<file path="src/logic/csf_defines.svh">
// Offsets, field positions, reset values and codes of the speed-follow block
`ifndef CSF_DEFINES_SVH
`define CSF_DEFINES_SVH

// Object indices
`define CSF_IDX_CONTROL     16'h6040
`define CSF_IDX_STATUS      16'h6041
`define CSF_IDX_MODE_SEL    16'h6060
`define CSF_IDX_MODE_SHOWN  16'h6061
`define CSF_IDX_VEL_DEMAND  16'h606b
`define CSF_IDX_VEL_MEAS    16'h606c
`define CSF_IDX_VEL_TARGET  16'h60ff

// Reset values
`define CSF_CONTROL_RST     16'h0000
`define CSF_MODE_SEL_RST    8'h00
`define CSF_VEL_TARGET_RST  32'h00000000

// Mode code that selects cyclic speed-follow operation
`define CSF_MODE_CODE       8'h09

// Accepted target range, -4,000,000 .. 4,000,000 Hz
`define CSF_VEL_MAX         32'h003d0900
`define CSF_VEL_MIN         32'hffc2f700

// Control word fields
`define CSF_CW_HALT         8
`define CSF_CW_FAULT_RST    7
`define CSF_CW_TYPE_HI      13
`define CSF_CW_TYPE_LO      12
`define CSF_CW_USED_MASK    16'h318f

// Status word fields
`define CSF_SW_TORQUE_LIM   15
`define CSF_SW_TGT_FOLLOW   12
`define CSF_SW_LIMIT        11
`define CSF_SW_REMOTE       9
`define CSF_SW_FAULT        3
`define CSF_SW_OP_ENABLED   2

`endif

</file>
<file path="src/logic/csf_pkg.sv">
// Types shared by the speed-follow block
package csf_pkg;

  // Sub-mode in control word bits 13:12, in field order 00..11
  typedef enum logic [1:0] {
    CSF_SUB_POSITION,
    CSF_SUB_SPEED,
    CSF_SUB_PUSH,
    CSF_SUB_TORQUE
  } csf_sub_t;

  // Cyclic data from the master
  typedef struct packed {
    logic [15:0]        control_word;
    logic [7:0]         mode_select;
    logic signed [31:0] velocity_target;
  } csf_rx_pdo_t;

  // Cyclic data to the master
  typedef struct packed {
    logic [15:0]        status_word;
    logic [7:0]         mode_shown;
    logic signed [31:0] velocity_demand;
    logic signed [31:0] velocity_measured;
  } csf_tx_pdo_t;

  // Commands to the power stage
  typedef struct packed {
    logic signed [31:0] velocity;
    logic               position_loop;
    logic               push_hold;
    logic               immediate_stop;
  } csf_motor_cmd_t;

endpackage

</file>
<file path="src/logic/csf_alarm.sv">
// Sub-mode dependent load alarm with sticky latch
`timescale 1ns/10ps
module csf_alarm (
  // Clock and reset
  input  wire logic              clk_sys_in,
  input  wire logic              rst_in,
  // Conditions
  input  wire logic              active_in,
  input  wire csf_pkg::csf_sub_t sub_in,
  input  wire logic              overload_in,
  input  wire logic              deviation_in,
  input  wire logic              clear_in,
  // Result
  output logic                   alarm_out,
  output logic                   overload_alarm_out,
  output logic                   deviation_alarm_out
);

  logic ovl_r;
  logic ovl_nxt;
  logic dev_r;
  logic dev_nxt;
  logic set_ovl;
  logic set_dev;

  always_comb begin
    set_ovl = 1'b0;
    set_dev = 1'b0;
    if (active_in) begin
      unique case (sub_in)
        csf_pkg::CSF_SUB_POSITION: begin
          set_ovl = overload_in;
          set_dev = deviation_in;
        end
        csf_pkg::CSF_SUB_SPEED: begin
          set_ovl = overload_in;
        end
        // Pressing against the load is the goal, not a fault
        csf_pkg::CSF_SUB_PUSH,
        csf_pkg::CSF_SUB_TORQUE: begin
          set_ovl = 1'b0;
        end
      endcase
    end
    // Set wins over a clear in the same cycle
    ovl_nxt = set_ovl | (ovl_r & ~clear_in);
    dev_nxt = set_dev | (dev_r & ~clear_in);
  end

  always_ff @(posedge clk_sys_in) begin
    if (rst_in) begin
      ovl_r <= 1'b0;
      dev_r <= 1'b0;
    end else begin
      ovl_r <= ovl_nxt;
      dev_r <= dev_nxt;
    end
  end

  assign alarm_out           = ovl_r | dev_r;
  assign overload_alarm_out  = ovl_r;
  assign deviation_alarm_out = dev_r;

endmodule

</file>
<file path="src/logic/csf_sync.sv">
// Two-stage synchroniser for a group of pin inputs
`timescale 1ns/10ps
module csf_sync #(
  parameter int WIDTH = 4
) (
  // Clock and reset
  input  wire logic             clk_sys_in,
  input  wire logic             rst_in,
  // Levels
  input  wire logic [WIDTH-1:0] async_in,
  output logic      [WIDTH-1:0] sync_out
);

  logic [WIDTH-1:0] meta_r;
  logic [WIDTH-1:0] hold_r;

  genvar i;
  generate
    for (i = 0; i < WIDTH; i++) begin : g_bit
      always_ff @(posedge clk_sys_in) begin
        if (rst_in) begin
          meta_r[i] <= 1'b0;
          hold_r[i] <= 1'b0;
        end else begin
          meta_r[i] <= async_in[i];
          hold_r[i] <= meta_r[i];
        end
      end
    end
  endgenerate

  assign sync_out = hold_r;

endmodule

</file>
<file path="src/logic/csf_top.sv">
// Cyclic speed-follow command handling: process data, objects, sub-modes, stop
`timescale 1ns/10ps
`include "csf_defines.svh"

module csf_top (
  // Clock and reset
  input  wire logic                    clk_sys_in,
  input  wire logic                    rst_in,
  // Cyclic data from the master
  input  wire logic                    rx_pdo_valid_in,
  input  wire csf_pkg::csf_rx_pdo_t    rx_pdo_in,
  // Cyclic data to the master
  output csf_pkg::csf_tx_pdo_t         tx_pdo_out,
  // Acyclic object access
  input  wire logic                    obj_req_in,
  input  wire logic                    obj_wr_in,
  input  wire logic [15:0]             obj_index_in,
  input  wire logic [31:0]             obj_wdata_in,
  output logic                         obj_ack_out,
  output logic                         obj_err_out,
  output logic [31:0]                  obj_rdata_out,
  // Drive state machine, same clock
  input  wire logic                    op_enabled_in,
  // Power stage, same clock
  input  wire logic signed [31:0]      motor_vel_in,
  output csf_pkg::csf_motor_cmd_t      motor_cmd_out,
  // Pins
  input  wire logic                    stop_pin_in,
  input  wire logic                    limit_pin_in,
  input  wire logic                    overload_pin_in,
  input  wire logic                    deviation_pin_in,
  // Alarm state
  output logic                         alarm_out
);

  // Stored objects
  logic [15:0]                  control_word_r;
  logic [15:0]                  control_word_nxt;
  logic [7:0]                   mode_select_r;
  logic [7:0]                   mode_select_nxt;
  logic signed [31:0]           velocity_target_r;
  logic signed [31:0]           velocity_target_nxt;
  logic                         remote_r;
  logic                         fault_rst_prev_r;
  logic                         fault_rst_prev_nxt;

  // Answers and outputs
  logic                         obj_ack_r;
  logic                         obj_ack_nxt;
  logic                         obj_err_r;
  logic                         obj_err_nxt;
  logic [31:0]                  obj_rdata_r;
  logic [31:0]                  obj_rdata_nxt;
  csf_pkg::csf_tx_pdo_t         tx_pdo_r;
  csf_pkg::csf_tx_pdo_t         tx_pdo_nxt;
  csf_pkg::csf_motor_cmd_t      motor_cmd_r;
  csf_pkg::csf_motor_cmd_t      motor_cmd_nxt;
  logic                         alarm_r;

  // Working signals
  logic [3:0]                   pins_sync;
  logic                         stop_pin;
  logic                         limit_pin;
  logic                         overload_pin;
  logic                         deviation_pin;
  csf_pkg::csf_sub_t            sub_mode;
  logic                         mode_active;
  logic                         halt_req;
  logic                         following;
  logic                         fault_clear;
  logic                         alarm_any;
  logic [15:0]                  status_word;
  logic signed [31:0]           velocity_demand;

  csf_sync #(
    .WIDTH (4)
  ) u_sync (
    .clk_sys_in (clk_sys_in),
    .rst_in     (rst_in),
    .async_in   ({deviation_pin_in, overload_pin_in, limit_pin_in, stop_pin_in}),
    .sync_out   (pins_sync)
  );

  assign stop_pin      = pins_sync[0];
  assign limit_pin     = pins_sync[1];
  assign overload_pin  = pins_sync[2];
  assign deviation_pin = pins_sync[3];

  // Range test used by both write paths
  function automatic logic vel_in_range(input logic signed [31:0] v);
    vel_in_range = (v <= $signed(`CSF_VEL_MAX)) && (v >= $signed(`CSF_VEL_MIN));
  endfunction

  // Sub-mode decoded straight from the live control word
  assign sub_mode    = csf_pkg::csf_sub_t'(
                         control_word_r[`CSF_CW_TYPE_HI:`CSF_CW_TYPE_LO]);
  assign mode_active = (mode_select_r == `CSF_MODE_CODE);
  assign halt_req    = control_word_r[`CSF_CW_HALT];
  // Fault reset acts on the rising edge of the control bit
  assign fault_clear = control_word_r[`CSF_CW_FAULT_RST] & ~fault_rst_prev_r;

  // Target is followed only when nothing blocks it
  assign following = mode_active & op_enabled_in & ~halt_req & ~stop_pin
                     & ~limit_pin & ~alarm_any;
  // No internal profile: the target is taken as the demand as it stands
  assign velocity_demand = following ? velocity_target_r : 32'sh00000000;

  csf_alarm u_alarm (
    .clk_sys_in          (clk_sys_in),
    .rst_in              (rst_in),
    .active_in           (mode_active & op_enabled_in),
    .sub_in              (sub_mode),
    .overload_in         (overload_pin),
    .deviation_in        (deviation_pin),
    .clear_in            (fault_clear),
    .alarm_out           (alarm_any),
    .overload_alarm_out  (),
    .deviation_alarm_out ()
  );

  // Status word; drive state bits beyond these are kept elsewhere
  always_comb begin
    status_word                      = 16'h0000;
    status_word[`CSF_SW_TORQUE_LIM]  = overload_pin & mode_active;
    status_word[`CSF_SW_TGT_FOLLOW]  = following;
    status_word[`CSF_SW_LIMIT]       = limit_pin;
    status_word[`CSF_SW_REMOTE]      = remote_r;
    status_word[`CSF_SW_FAULT]       = alarm_any;
    status_word[`CSF_SW_OP_ENABLED]  = op_enabled_in;
  end

  // Object store: cyclic data and acyclic access
  always_comb begin
    control_word_nxt    = control_word_r;
    mode_select_nxt     = mode_select_r;
    velocity_target_nxt = velocity_target_r;
    fault_rst_prev_nxt  = control_word_r[`CSF_CW_FAULT_RST];
    obj_ack_nxt         = 1'b0;
    obj_err_nxt         = 1'b0;
    obj_rdata_nxt       = obj_rdata_r;

    if (rx_pdo_valid_in) begin
      // Unused bits dropped so they can never steer motion
      control_word_nxt = rx_pdo_in.control_word & `CSF_CW_USED_MASK;
      mode_select_nxt  = rx_pdo_in.mode_select;
      if (vel_in_range(rx_pdo_in.velocity_target)) begin
        velocity_target_nxt = rx_pdo_in.velocity_target;
      end
    end

    if (obj_req_in) begin
      obj_ack_nxt   = 1'b1;
      obj_rdata_nxt = 32'h00000000;
      if (obj_wr_in) begin
        unique case (obj_index_in)
          `CSF_IDX_CONTROL: begin
            control_word_nxt = obj_wdata_in[15:0] & `CSF_CW_USED_MASK;
          end
          `CSF_IDX_MODE_SEL: begin
            mode_select_nxt = obj_wdata_in[7:0];
          end
          `CSF_IDX_VEL_TARGET: begin
            if (vel_in_range(obj_wdata_in)) begin
              velocity_target_nxt = obj_wdata_in;
            end else begin
              obj_err_nxt = 1'b1;
            end
          end
          // Read-only or unmapped index
          default: begin
            obj_err_nxt = 1'b1;
          end
        endcase
      end else begin
        unique case (obj_index_in)
          `CSF_IDX_CONTROL:    obj_rdata_nxt = {16'h0000, control_word_r};
          `CSF_IDX_STATUS:     obj_rdata_nxt = {16'h0000, status_word};
          `CSF_IDX_MODE_SEL:   obj_rdata_nxt = {24'h000000, mode_select_r};
          `CSF_IDX_MODE_SHOWN: obj_rdata_nxt = {24'h000000, mode_select_r};
          `CSF_IDX_VEL_DEMAND: obj_rdata_nxt = tx_pdo_r.velocity_demand;
          `CSF_IDX_VEL_MEAS:   obj_rdata_nxt = tx_pdo_r.velocity_measured;
          `CSF_IDX_VEL_TARGET: obj_rdata_nxt = velocity_target_r;
          default:             obj_err_nxt   = 1'b1;
        endcase
      end
    end
  end

  // Outputs to master and power stage
  always_comb begin
    tx_pdo_nxt.status_word       = status_word;
    tx_pdo_nxt.mode_shown        = mode_select_r;
    tx_pdo_nxt.velocity_demand   = velocity_demand;
    tx_pdo_nxt.velocity_measured = motor_vel_in;

    motor_cmd_nxt.velocity       = velocity_demand;
    motor_cmd_nxt.immediate_stop = mode_active & halt_req;
    motor_cmd_nxt.position_loop  = 1'b0;
    motor_cmd_nxt.push_hold      = 1'b0;
    unique case (sub_mode)
      csf_pkg::CSF_SUB_POSITION: motor_cmd_nxt.position_loop = mode_active;
      csf_pkg::CSF_SUB_SPEED:    motor_cmd_nxt.position_loop = 1'b0;
      csf_pkg::CSF_SUB_PUSH:     motor_cmd_nxt.push_hold     = mode_active;
      csf_pkg::CSF_SUB_TORQUE:   motor_cmd_nxt.push_hold     = mode_active;
    endcase
  end

  always_ff @(posedge clk_sys_in) begin
    if (rst_in) begin
      control_word_r    <= `CSF_CONTROL_RST;
      mode_select_r     <= `CSF_MODE_SEL_RST;
      velocity_target_r <= `CSF_VEL_TARGET_RST;
      fault_rst_prev_r  <= 1'b0;
      remote_r          <= 1'b0;
      obj_ack_r         <= 1'b0;
      obj_err_r         <= 1'b0;
      obj_rdata_r       <= 32'h00000000;
      tx_pdo_r          <= '0;
      motor_cmd_r       <= '0;
      alarm_r           <= 1'b0;
    end else begin
      control_word_r    <= control_word_nxt;
      mode_select_r     <= mode_select_nxt;
      velocity_target_r <= velocity_target_nxt;
      fault_rst_prev_r  <= fault_rst_prev_nxt;
      remote_r          <= 1'b1;
      obj_ack_r         <= obj_ack_nxt;
      obj_err_r         <= obj_err_nxt;
      obj_rdata_r       <= obj_rdata_nxt;
      tx_pdo_r          <= tx_pdo_nxt;
      motor_cmd_r       <= motor_cmd_nxt;
      alarm_r           <= alarm_any;
    end
  end

  assign tx_pdo_out    = tx_pdo_r;
  assign motor_cmd_out = motor_cmd_r;
  assign obj_ack_out   = obj_ack_r;
  assign obj_err_out   = obj_err_r;
  assign obj_rdata_out = obj_rdata_r;
  assign alarm_out     = alarm_r;

endmodule

</file>
<file path="config.mk">
export PLATFORM = sky130hd
export DESIGN_NAME = csf_top
export DESIGN_NICKNAME = d
export VERILOG_FILES = /design/src/logic/csf_pkg.sv /design/src/logic/csf_alarm.sv /design/src/logic/csf_sync.sv /design/src/logic/csf_top.sv
export VERILOG_INCLUDE_DIRS = /design/src /design/src/logic
export SDC_FILE = /design/constraint.sdc
export NUM_CORES = 1
export LEC_CHECK = 0
export BUFFER_PORTS_ARGS = -buffer_cell sky130_fd_sc_hd__clkbuf_2
export CAP_MARGIN = 20
export CORE_ASPECT_RATIO = 0.5
export CORE_MARGIN = 2
export CORE_UTILIZATION = 52
export DETAILED_ROUTE_END_ITERATION = 10
export PLACE_DENSITY_LB_ADDON = 0.12
export SETUP_SLACK_MARGIN = 0.1
export SYNTH_ARGS = -nofsm -noshare
export SYNTH_HDL_FRONTEND = slang
export SYNTH_SLANG_ARGS = --single-unit
</file>
<file path="constraint.sdc">
create_clock -name clk_sys_in -period 6.7 [get_ports clk_sys_in]
set_clock_uncertainty 0.05 [all_clocks]
set_input_delay 1.005 -clock clk_sys_in [delete_from_list [all_inputs] [get_ports clk_sys_in]]
set_output_delay 1.005 -clock clk_sys_in [all_outputs]
set_load 0.01 [all_outputs]
</file>
==> reports/qor.yml <==
cells_and_area:
  multi_input_area_sq_um: 3280
  area_growth_pct: 25.7
  fin_util: 0.680
  final_area_sq_um: 9340
  final_nets: 1128
  antenna_cells: 0
  seqCellArea_sq_um: 3660
  fin_cells: 1184
  fillers: 1169
  final_layout_size_suffix_gt1_frac: 0.356
setup_path:
  crit_slowest_cell: "inv_1"
  cp_top_family: "buffers and inverters"
  critPathKind: "input pin to register"
  critPathLaunchType: "input pin"
  worst-path-buf-inv: 3
  rr_startpoint: "mode_select_r[0]"
  required_ns: 6.90
  worstPathMaxFanout: 75
  critical_path.max_stage_delay_ns: 0.71
  worstPathArrival_ns: 3.69
  worstPathCellList: "buf_2 -> buf_4 -> inv_1 -> nand2_1 -> a211o_1 -> o21ai_0"
  rrSetupSlack_ns: 4.17
  endpoint_kind: "register"
  reg2reg_depth: 7
  r2r-end: "motor_cmd_out[26]"
floorplanning:
  start_util: 0.541
  rows: 30
  die_w_microns: 173
  die_y_microns: 88.5
  io_pins: 304
  core_sq_um: 13700
  dieArea_sq_um: 15300
placement:
  hpwlAfterDp_mm: 16.5
  gp_congestion: 0.880
  placed_area_sq_um: 8720
  post-place-cells: 1155
  io_buffers: 285
yosys:
  ys_types: 61
  avgSynthCellArea_sq_um: 9.88
  syn_inst: 752
  synth-seq-cells: 183
  synthArstFlopShare: 0
  netlist_area_sq_um: 7430
  yosysWarnings: 0
  seq_area_frac_synth: 0.493
  synthFlopType: "dfxtp_1"
  synth-edff-count: 0
timing:
  fin_crit_ns: 3.49
  finalHoldViolCount: 0
  worst_pin_slew_ns: 0.992
  slew_violations: 0
  fin_tns_setup_ns: 0
  fin_crit_sh: 0.521
  timing.hold.ws_ns: 0.394
  setup_viol_count_final: 0
  fmax_ghz: 0.287
  relSlewSlack: 0.336
  grt_setup_unrepaired: "no"
status:
  status: "finished clean"
clock_tree:
  cts.path.max_buffers: 2
  cts_tree: "done"
  cts_sinks: 183
  cts_buffers: 17
  cts_setup_buffers: 0
  root_buffer: "clkbuf_16"
  clock_latency_ns: 0.41
  post_cts.resized_instances: 0
  cts.htree.levels: 4
  path_clk_slew_ns: 0.07
  cts_hold_buf: 0
global_route:
  first_global_vias: 6163
  grt_pass1_wl_mm: 33.9
  overflow: 0
  track_usage: 0.287
  grt_max_degree: 76
  antenna_found_initial: 0
run:
  maxCapViolations: 0
power:
  power_density_nw_per_um2: 251
  cellLeakagePower_nw: 4.03
  peakVddDrop_mv: 0.205
drt:
  vias: 6685
  detail_route.wl_per_cell_microns: 19.0
  viasPerCell: 5.65
  wl_mm: 22.5
  drt_pre_antenna_iters: 8
  route.detailed.drc: 0
  antenna_left: 0
  drt_iter0_drc: 619
min_path:
  worstHoldPathCells: 1
  min_from: "u_sync.meta_r[3]"
  hp-class: "register to register"
  min_to: "u_sync.sync_out[3]"
==> power breakdown <==
| part | switching (W) | internal (W) |
|---|---|---|
| Sequential | 0.0000143 | 0.00111 |
| Clock | 0.000441 | 0.000629 |
| Combinational | 0.0000865 | 0.0000655 |
| Total | 0.000542 | 0.00180 |
==> routing by layer <==
metal | routed length (microns) | global-route usage | vias to the layer above
met5 | 0 | 0 | -
met4 | 218 | 0.0678 | 0
met3 | 2090 | 0.0760 | 17
met2 | 10200 | 0.463 | 287
met1 | 9990 | 0.392 | 3209
li1 | - | - | 3172
==> cell families after synthesis <==
kind of cell           synth area share
other                          0.000505
and+or+nand+nor                   0.194
DFF                               0.493
buffers and inverters            0.0753
muxes                            0.0525
AOI/OAI and AO/OA                 0.184
==> through the flow <==
step / setup slack, ns / total power [W]
2_1_floorplan: 3.48 / 0.00122
3_3_place_gp: 2.81 / 0.00130
3_5_place_dp: 2.82 / 0.00130
4_1_cts: 3.25 / 0.00236
5_1_grt: 3.00 / 0.00242
6_report: 3.21 / 0.00235
==> placed cells by master (no fill, tap or decap), types with 17 or more instances in the layout <==
cell / count
clkbuf_2: 284
dfxtp_1: 183
nor2b_1: 53
nand2_1: 44
mux2i_1: 39
and2_1: 34
o21ai_0: 34
nor2_1: 28
a21oi_1: 25
o31ai_1: 23
a222oi_1: 23
a31oi_1: 18
clkbuf_16: 17
==> worst max path at each step <==
stage,end,cells past startpoint,startpoint,slack [ns]
4_1_cts,obj_rdata_out[1],6,rst_in,3.25
6_report,obj_rdata_out[1],6,rst_in,3.21
5_1_grt,obj_rdata_out[10],6,rst_in,3.00
3_3_place_gp,obj_rdata_out[15],7,rst_in,2.81
2_1_floorplan,mode_select_r[5],8,obj_index_in[9],3.48
3_5_place_dp,obj_rdata_out[0],6,rst_in,2.82
==> layout make-up <==
cell class,instances,area share
clock buffers,17,0.0455
repair buffers,296,0.162
multi-input cells,477,0.351
clock inverters,12,0.0206
flip-flops and latches,183,0.392
well taps,192,0.0257
inverters,7,0.00281
==> state kept, by name, indices dropped and copies added, names as in the netlist, 4 cells and up <==
name	cells
velocity_target_r	32
mode_select_r	8
control_word_r	16
motor_cmd_out	35
obj_rdata_out	32
u_sync.sync_out	4
u_sync.meta_r	4
tx_pdo_out	46
==> synthesized netlist by cell type, drive strengths merged, types with 12 or more instances <==
| library cell | instances | area (sq um) |
|---|---|---|
| nor2b | 53 | 332 |
| clkbuf | 40 | 150 |
| nor4 | 12 | 109 |
| nor2 | 30 | 113 |
| a21oi | 25 | 125 |
| mux2i | 39 | 390 |
| and3 | 13 | 81.3 |
| nand2b | 12 | 75.1 |
| nand2 | 44 | 165 |
| buf | 54 | 383 |
| a31oi | 18 | 113 |
| a211oi | 16 | 175 |
| o31ai | 24 | 194 |
| dfxtp | 183 | 3660 |
| and2 | 34 | 213 |
| a222oi | 23 | 230 |
| o21ai | 36 | 180 |
Power figures use the tool's default switching activity.
